`src/inc/scg_pkg.sv`:
```
`default_nettype none
package scg_pkg;
   // ***********************************
   // widths and layout
   // ***********************************
   localparam int          GAIN_W    = 24;
   localparam int          DATA_W    = 24;
   localparam int          GAIN_FRAC = 22;
   localparam int          PROD_W    = 50;
   localparam int          CNT_W     = 5;
   localparam logic [4:0]  FRAME_BITS = 5'h18;
   localparam logic [23:0] GAIN_RST   = 24'h000000;
   localparam logic [23:0] SAT_MAX    = 24'h7FFFFF;
   localparam logic [23:0] SAT_MIN    = 24'h800000;
   localparam logic [49:0] ROUND_HALF = 50'h0000000200000;

   // ***********************************
   // serial frame states
   // ***********************************
   typedef enum logic [0:0] {
      SCG_IDLE  = 1'b0,
      SCG_SHIFT = 1'b1
   } scg_ser_state_t;
endpackage : scg_pkg
`default_nettype wire

```
`src/inc/scg_corr_if.sv`:
```
`default_nettype none
interface scg_corr_if;
   logic [23:0] raw;
   logic        raw_valid;
   logic [23:0] offset;
   logic [23:0] gain;
   logic        skip_off;
   logic        skip_gain;
   logic [23:0] res;
   logic        res_valid;

   modport src  (output raw, raw_valid, offset, gain, skip_off, skip_gain, input res, res_valid);
   modport corr (input raw, raw_valid, offset, gain, skip_off, skip_gain, output res, res_valid);
endinterface : scg_corr_if
`default_nettype wire

```
`src/scg_corr.sv`:
```
`default_nettype none
module scg_corr (
   // clock and reset
   input  wire logic clk,
   input  wire logic rst,
   // correction path
   scg_corr_if.corr  cif
);
   // ***********************************
   // saturation
   // ***********************************
   function automatic logic [23:0] scg_sat(input logic signed [49:0] v);
      if (v > $signed({{26{1'b0}}, scg_pkg::SAT_MAX})) begin
         return scg_pkg::SAT_MAX;
      end else if (v < $signed({{26{1'b1}}, scg_pkg::SAT_MIN})) begin
         return scg_pkg::SAT_MIN;
      end else begin
         return v[23:0];
      end
   endfunction : scg_sat

   logic [23:0]        oc_q;
   logic               oc_vld_q;
   logic               skip_g_q;
   logic signed [49:0] diff;
   logic signed [49:0] prod;

   // ***********************************
   // stage 1: self offset
   // ***********************************
   assign diff = $signed({{26{cif.raw[23]}}, cif.raw}) - $signed({{26{cif.offset[23]}}, cif.offset});

   always_ff @(posedge clk or posedge rst) begin
      if (rst) begin
         oc_q     <= scg_pkg::GAIN_RST;
         oc_vld_q <= 1'b0;
         skip_g_q <= 1'b0;
      end else begin
         oc_vld_q <= cif.raw_valid;
         skip_g_q <= cif.skip_gain;
         if (cif.raw_valid) begin
            oc_q <= cif.skip_off ? cif.raw : scg_sat(diff);
         end
      end
   end

   // ***********************************
   // stage 2: self gain, signed Q1.22
   // ***********************************
   // gain treated as signed, 0x400000 is unity, 0x7FFFFF just under 2x
   assign prod = $signed({{26{oc_q[23]}}, oc_q}) * $signed({{26{cif.gain[23]}}, cif.gain});

   always_ff @(posedge clk or posedge rst) begin
      if (rst) begin
         cif.res       <= scg_pkg::GAIN_RST;
         cif.res_valid <= 1'b0;
      end else begin
         cif.res_valid <= oc_vld_q;
         if (oc_vld_q) begin
            // round to nearest keeps the error within one lsb
            cif.res <= skip_g_q ? oc_q
                     : scg_sat((prod + $signed(scg_pkg::ROUND_HALF)) >>> scg_pkg::GAIN_FRAC);
         end
      end
   end
endmodule : scg_corr
`default_nettype wire

```
`src/scg_top.sv`:
```
`default_nettype none
// Behaviour
// - The self-cal gain register holds 24 bits that the host reads and writes.
// - Serial reads and writes of the gain register move the most significant bit first.
// - The gain value is always taken as a two's complement number.
// - A stored gain stays until the host rewrites it or a self-calibration stores its result.
// - Host writes arriving while a calibration is active are dropped and the value is kept.
// - Gain scaling is applied only while the skip-self-gain control bit is 0.
// - Scaling comes after self offset subtraction and before any system correction.
// - Scaling reaches up to two times, correcting about minus fifty percent gain error.
// - Residual gain error after scaling stays within two lsb.
// - With its skip bit at 0 the self offset is subtracted from the raw result before scaling.
module scg_top (
   // clock and reset
   input  wire logic        REF_CLK,
   input  wire logic        SYS_RST,
   // serial pins
   input  wire logic        SER_CS_N,
   input  wire logic        SER_CLK,
   input  wire logic        SER_DIN,
   output logic             SER_DOUT,
   // command decoder, same clock
   input  wire logic        SER_SEL,
   input  wire logic        SER_WRITE,
   // self-calibration sequencer
   input  wire logic        CAL_ACTIVE,
   input  wire logic        CAL_GAIN_STORE,
   input  wire logic [23:0] CAL_GAIN_DATA,
   // control_reg_three bits and offset
   input  wire logic        SKIP_SELF_OFFSET_CORR,
   input  wire logic        SKIP_SELF_GAIN_CORR,
   input  wire logic [23:0] SELF_OFFSET_VALUE,
   // conversion path
   input  wire logic [23:0] RAW_DATA,
   input  wire logic        RAW_VALID,
   output logic      [23:0] COR_DATA,
   output logic             COR_VALID,
   // stored gain
   output logic      [23:0] GAIN_VALUE
);
   // ***********************************
   // pin synchronisers
   // ***********************************
   logic       cs_s1_q, cs_s2_q, cs_s3_q;
   logic       ck_s1_q, ck_s2_q, ck_s3_q;
   logic       di_s1_q, di_s2_q;
   logic       frame_start, frame_end, ser_rise;

   always_ff @(posedge REF_CLK or posedge SYS_RST) begin
      if (SYS_RST) begin
         cs_s1_q <= 1'b1;
         cs_s2_q <= 1'b1;
         cs_s3_q <= 1'b1;
         ck_s1_q <= 1'b0;
         ck_s2_q <= 1'b0;
         ck_s3_q <= 1'b0;
         di_s1_q <= 1'b0;
         di_s2_q <= 1'b0;
      end else begin
         cs_s1_q <= SER_CS_N;
         cs_s2_q <= cs_s1_q;
         cs_s3_q <= cs_s2_q;
         ck_s1_q <= SER_CLK;
         ck_s2_q <= ck_s1_q;
         ck_s3_q <= ck_s2_q;
         di_s1_q <= SER_DIN;
         di_s2_q <= di_s1_q;
      end
   end

   assign frame_start = cs_s3_q && !cs_s2_q;
   assign frame_end   = !cs_s3_q && cs_s2_q;
   assign ser_rise    = ck_s2_q && !ck_s3_q && !cs_s2_q;

   // ***********************************
   // serial frame
   // ***********************************
   scg_pkg::scg_ser_state_t state_q;
   logic [23:0]             shift_q;
   logic [4:0]              cnt_q;
   logic                    wr_q;
   logic                    commit;

   always_ff @(posedge REF_CLK or posedge SYS_RST) begin
      if (SYS_RST) begin
         state_q <= scg_pkg::SCG_IDLE;
      end else begin
         case (state_q)
            scg_pkg::SCG_IDLE: begin
               if (frame_start && SER_SEL) begin
                  state_q <= scg_pkg::SCG_SHIFT;
               end
            end
            scg_pkg::SCG_SHIFT: begin
               if (frame_end) begin
                  state_q <= scg_pkg::SCG_IDLE;
               end
            end
            default: begin
               state_q <= scg_pkg::SCG_IDLE;
            end
         endcase
      end
   end

   // read value loaded at frame start, then both directions msb first
   always_ff @(posedge REF_CLK or posedge SYS_RST) begin
      if (SYS_RST) begin
         shift_q <= scg_pkg::GAIN_RST;
         cnt_q   <= '0;
         wr_q    <= 1'b0;
      end else if (state_q == scg_pkg::SCG_IDLE && frame_start && SER_SEL) begin
         shift_q <= GAIN_VALUE;
         cnt_q   <= '0;
         wr_q    <= SER_WRITE;
      end else if (state_q == scg_pkg::SCG_SHIFT && ser_rise && cnt_q != scg_pkg::FRAME_BITS) begin
         shift_q <= {shift_q[22:0], di_s2_q};
         cnt_q   <= cnt_q + 5'h01;
      end
   end

   assign SER_DOUT = shift_q[23];

   // short frames never commit; an over-long frame commits its first 24 bits
   assign commit = state_q == scg_pkg::SCG_SHIFT && frame_end && wr_q && cnt_q == scg_pkg::FRAME_BITS;

   // ***********************************
   // gain register
   // ***********************************
   always_ff @(posedge REF_CLK or posedge SYS_RST) begin
      if (SYS_RST) begin
         GAIN_VALUE <= scg_pkg::GAIN_RST;
      end else if (CAL_GAIN_STORE) begin
         GAIN_VALUE <= CAL_GAIN_DATA;
      end else if (commit && !CAL_ACTIVE) begin
         GAIN_VALUE <= shift_q;
      end
   end

   // ***********************************
   // correction path
   // ***********************************
   scg_corr_if cif ();

   assign cif.raw       = RAW_DATA;
   assign cif.raw_valid = RAW_VALID;
   assign cif.offset    = SELF_OFFSET_VALUE;
   assign cif.gain      = GAIN_VALUE;
   assign cif.skip_off  = SKIP_SELF_OFFSET_CORR;
   assign cif.skip_gain = SKIP_SELF_GAIN_CORR;
   assign COR_DATA      = cif.res;
   assign COR_VALID     = cif.res_valid;

   scg_corr u_corr (
      .clk (REF_CLK),
      .rst (SYS_RST),
      .cif (cif.corr)
   );
endmodule : scg_top
`default_nettype wire

```
`config.mk`:
```
export PLATFORM = sky130hd
export DESIGN_NAME = scg_top
export DESIGN_NICKNAME = d
export VERILOG_FILES = /design/src/inc/scg_pkg.sv /design/src/inc/scg_corr_if.sv /design/src/scg_corr.sv /design/src/scg_top.sv
export SDC_FILE = /design/constraint.sdc
export NUM_CORES = 2
export LEC_CHECK = 0
export BUFFER_PORTS_ARGS = -buffer_cell sky130_fd_sc_hd__buf_4
export CAP_MARGIN = 20
export CORE_AREA = 2 2 211 213
export DETAILED_ROUTE_END_ITERATION = 16
export DIE_AREA = 0 0 213 215
export PLACE_DENSITY_LB_ADDON = 0.3
export SLEW_MARGIN = 20
export SYNTH_ARGS = -nofsm -noshare
export SYNTH_HDL_FRONTEND = slang
export SYNTH_HIERARCHICAL = 1
export SYNTH_SLANG_ARGS = --single-unit
```
`constraint.sdc`:
```
create_clock -name REF_CLK -period 10 [get_ports REF_CLK]
set_clock_uncertainty 0.15 [all_clocks]
set_input_delay 0 -clock REF_CLK [delete_from_list [all_inputs] [get_ports REF_CLK]]
set_output_delay 0 -clock REF_CLK [all_outputs]
set_load 0.03 [all_outputs]
```
==> results.yml <==
status:
  outcome: "finished, final reports clean"
worst_hold_path:
  hold_class: "in -> reg"
synthesis:
  synthTopCellsByArea: "sky130_fd_sc_hd__fa_1, sky130_fd_sc_hd__dfrtp_1, sky130_fd_sc_hd__inv_1, sky130_fd_sc_hd__ha_1, sky130_fd_sc_hd__and2_1"
  count_of_flip_flops_with_a_built_in_enable_after_synthesis: 0
  synth.top_cells.by_count: "sky130_fd_sc_hd__inv_1, sky130_fd_sc_hd__fa_1, sky130_fd_sc_hd__nand2_1, sky130_fd_sc_hd__and2_1, sky130_fd_sc_hd__ha_1"
  synthesized_cell_area_um2: 27900
  ys_seq_elements: 114
  post-synth-top-count-cell: "sky130_fd_sc_hd__inv_1"
  synth_largest_type_area_fraction_pct: 44.1
  synthDistinctLibCells: 73
  main_synth_ff_type: "sky130_fd_sc_hd__dfrtp_1"
  synth_area_leader_cell: "sky130_fd_sc_hd__fa_1"
  yosysSeqAreaShare_pct: 10.2
  asyncSetResetFlopFracSynth_pct: 100
  avgSynthCellArea_um2: 9.07
  synthesis.nets: 3933
  syn_inst: 3079
  yosys_warnings: 6
setup_path:
  critPathCaptureType: "flop"
  timing.critical_path.required_ps: 10110
  crit_path_category: "reg -> reg"
  worstSetupStartpointType: "flop"
  crit_path_max_fanout: 26
  worst_path_arrival_ps: 9410
layout:
  syn2layout_area_growth_pct: 10.7
  antenna_cells_inserted: 0
  num-nets-final: 4050
  area_used_by_multi_input_combinational_logic_um2: 22000
  fraction_of_final_layout_cells_with_drive_strength_greater_than_1_pct: 7.63
  filler_cell_count: 3197
  ff_latch_area_um2: 2870
detailed_routing:
  post-route-drc-count: 0
  detailedRoute.firstPassIterationCount: 7
  post_drt_wl_per_cell_um: 21.0
  route.vias.total: 22500
  wirelength_mm: 80.0
  drt_first_iter_violations: 1877
  drt.antenna.violating_nets: 0
  avgViaCountPerCell: 5.92
cts:
  cts_max_level: 4
  clkLatencyLatePin_ps: 420
  cts-buffers-inserted: 17
  clkSlewWorstSetupHoldPaths_ps: 50
  tritoncts_num_sinks: 114
  cts_buffer_depth: 2
  cts_root_buffer: "sky130_fd_sc_hd__clkbuf_16"
  tritoncts_clock_tree: "done"
timing:
  finalSetupViolations: 0
  post-route-min-period_ps: 9310
  setup_repair_after_global_routing_missed_its_margin: "no"
  timing_hold_violations_final: 0
  whs_ps: 22.7
  fmax_mhz: 107
  fin_setup_tns_ps: 0
  report.final.slew_viol_count: 0
  timing.slew.headroom_pct: 21.2
  worstMarginPinSlew_ps: 1180
  fin_crit_sh_pct: 93.1
global_route:
  grt_start_max_net_pins: 52
  global_route_wire_length_before_repair_mm: 131
  gr-usage-all-layers_pct: 37.3
  grt_pass1_vias: 24900
  antenna_violations_before_repair: 2
  overflow: 0
place:
  routabilityCongestion: 0.987
  count_of_buffers_inserted_at_the_top_level_ports: 133
  place_hpwl_mm: 61.7
die:
  floorplan_core_area_um2: 43600
  ios: 134
  die_w_um: 213
  rows: 77
  chipHeight_um: 215
  die_area_um2: 45800
  initial_util_pct: 64.0
job:
  number_of_max_capacitance_violations_reported: 0
layer usage:
layer | wire length (um) | track usage [%] | part of all wire (%)
met5 | 0 | 0 | 0
met4 | 3910 | 17.0 | 4.9
met3 | 6660 | 5.90 | 8.3
met2 | 40000 | 62.6 | 50
met1 | 29500 | 47.6 | 37
per-stage QoR:
step | util (%) | setup slack (ps) | std cells | area, um^2
4_1_cts | 70.8 | 576 | 3801 | 30900
2_1_floorplan | - | 2050 | 3079 | 27900
3_5_place_dp | 67.3 | 601 | 3686 | 29400
3_3_place_gp | 67.3 | 912 | 3685 | 29400
5_1_grt | 70.9 | 180 | 3801 | 30900
6_report | 70.9 | 691 | 3801 | 30900
final cells by class:
cell class	instances	area share (%)
Multi-Input combinational cell	2157	71.2
Tap cell	592	2.40
Clock buffer	23	1.58
Timing Repair Buffer	266	7.14
Inverter	640	7.77
Sequential cell	114	9.27
Clock inverter	9	0.643
cells in the final DEF, fill, tap and decap left out, types with 6 or more instances in the layout:
master                            n
sky130_fd_sc_hd__buf_4          182
sky130_fd_sc_hd__nand4_1         19
sky130_fd_sc_hd__o21bai_1        12
sky130_fd_sc_hd__a21oi_1        120
sky130_fd_sc_hd__nor2_1          67
sky130_fd_sc_hd__nand3_1         41
sky130_fd_sc_hd__inv_1          636
sky130_fd_sc_hd__o211ai_1        31
sky130_fd_sc_hd__ha_1           155
sky130_fd_sc_hd__nand2b_1        10
sky130_fd_sc_hd__and3_1           7
sky130_fd_sc_hd__o22ai_1         12
sky130_fd_sc_hd__dfrtp_1        102
sky130_fd_sc_hd__o31ai_1         30
sky130_fd_sc_hd__fa_1           615
sky130_fd_sc_hd__xnor2_1         33
sky130_fd_sc_hd__nand3b_1        23
sky130_fd_sc_hd__xor2_1          22
sky130_fd_sc_hd__a41oi_1         25
sky130_fd_sc_hd__o21ai_0         60
sky130_fd_sc_hd__dlygate4sd3_1   83
sky130_fd_sc_hd__dfrtp_2          9
sky130_fd_sc_hd__or3_1            7
sky130_fd_sc_hd__nor3_1          10
sky130_fd_sc_hd__and2_1         264
sky130_fd_sc_hd__o21ai_1         28
sky130_fd_sc_hd__nor2b_1         32
sky130_fd_sc_hd__clkbuf_16       17
sky130_fd_sc_hd__a21o_1          35
sky130_fd_sc_hd__bufinv_16        6
sky130_fd_sc_hd__a31oi_1         14
sky130_fd_sc_hd__nand2_1        417
registers in the layout, indices dropped and copies added, names as in the netlist:
name,count
GAIN_VALUE,24
ck_s1_q,1
ck_s2_q,1
ck_s3_q,1
cnt_q,5
cs_s1_q,1
cs_s2_q,1
cs_s3_q,1
di_s1_q,1
di_s2_q,1
shift_q,24
state_q,1
u_corr/cif.res,24
u_corr/cif.res_valid,1
u_corr/oc_q,24
u_corr/oc_vld_q,1
u_corr/skip_g_q,1
wr_q,1
cell families (layout without fill, tap and decap cells):
group | after synthesis | in the layout | synth area share, %
muxes | 2 | 2 | 0.0717
AOI/OAI and AO/OA | 409 | 409 | 9.40
DFF | 114 | 114 | 10.2
and+or+nand+nor | 920 | 920 | 16.4
xor gates and xnor gates | 56 | 56 | 1.78
buffers and inverters | 808 | 938 | 11.1
adders and majority gates | 770 | 770 | 51.0
final timing paths:
check / slack [ps] / end / cells after the start / from
worst max-delay path: 690 / u_corr/cif.res[7]$_DFFE_PP0P_ / 22 / GAIN_VALUE[0]$_DFFE_PP0P_
worst min-delay path: 20 / u_corr/oc_q[6]$_DFFE_PP0P_ / 3 / SKIP_SELF_OFFSET_CORR
worst max register to register: 690 / u_corr/cif.res[7]$_DFFE_PP0P_ / 22 / GAIN_VALUE[0]$_DFFE_PP0P_
worst min register to register: 210 / cs_s2_q$_DFF_PP1_ / 0 / cs_s1_q$_DFF_PP1_
max in group asynchronous: 8680 / GAIN_VALUE[15]$_DFFE_PP0P_ / 4 / SYS_RST
min in group asynchronous: 110 / GAIN_VALUE[1]$_DFFE_PP0P_ / 3 / SYS_RST
critical path: stages, from the launching register on:
cell	delay, ps
sky130_fd_sc_hd__dfrtp_1	950
sky130_fd_sc_hd__nand2_1	210
sky130_fd_sc_hd__inv_1	170
sky130_fd_sc_hd__fa_1	540
sky130_fd_sc_hd__fa_1	780
sky130_fd_sc_hd__inv_1	240
sky130_fd_sc_hd__fa_1	850
sky130_fd_sc_hd__inv_1	340
sky130_fd_sc_hd__fa_1	560
sky130_fd_sc_hd__fa_1	570
sky130_fd_sc_hd__fa_1	440
sky130_fd_sc_hd__fa_1	450
sky130_fd_sc_hd__ha_1	400
sky130_fd_sc_hd__a21o_1	210
sky130_fd_sc_hd__a21oi_1	180
sky130_fd_sc_hd__o21ai_0	100
sky130_fd_sc_hd__a31o_2	240
sky130_fd_sc_hd__a221oi_1	310
sky130_fd_sc_hd__nand2_1	110
sky130_fd_sc_hd__xnor2_1	370
sky130_fd_sc_hd__o211ai_2	240
sky130_fd_sc_hd__a21boi_4	540
sky130_fd_sc_hd__a21oi_1	170
repair_timing:
action	in CTS	in global routing
setup buffers	0	0
setup endpoints to repair	0	11
hold buffers	83	0
endpoints found under the hold margin	141	0
resized for setup	0	1
Power is left out: the tool's default activity adds up to more than one toggle a clock period on the data nets, which glitch-free logic cannot reach.
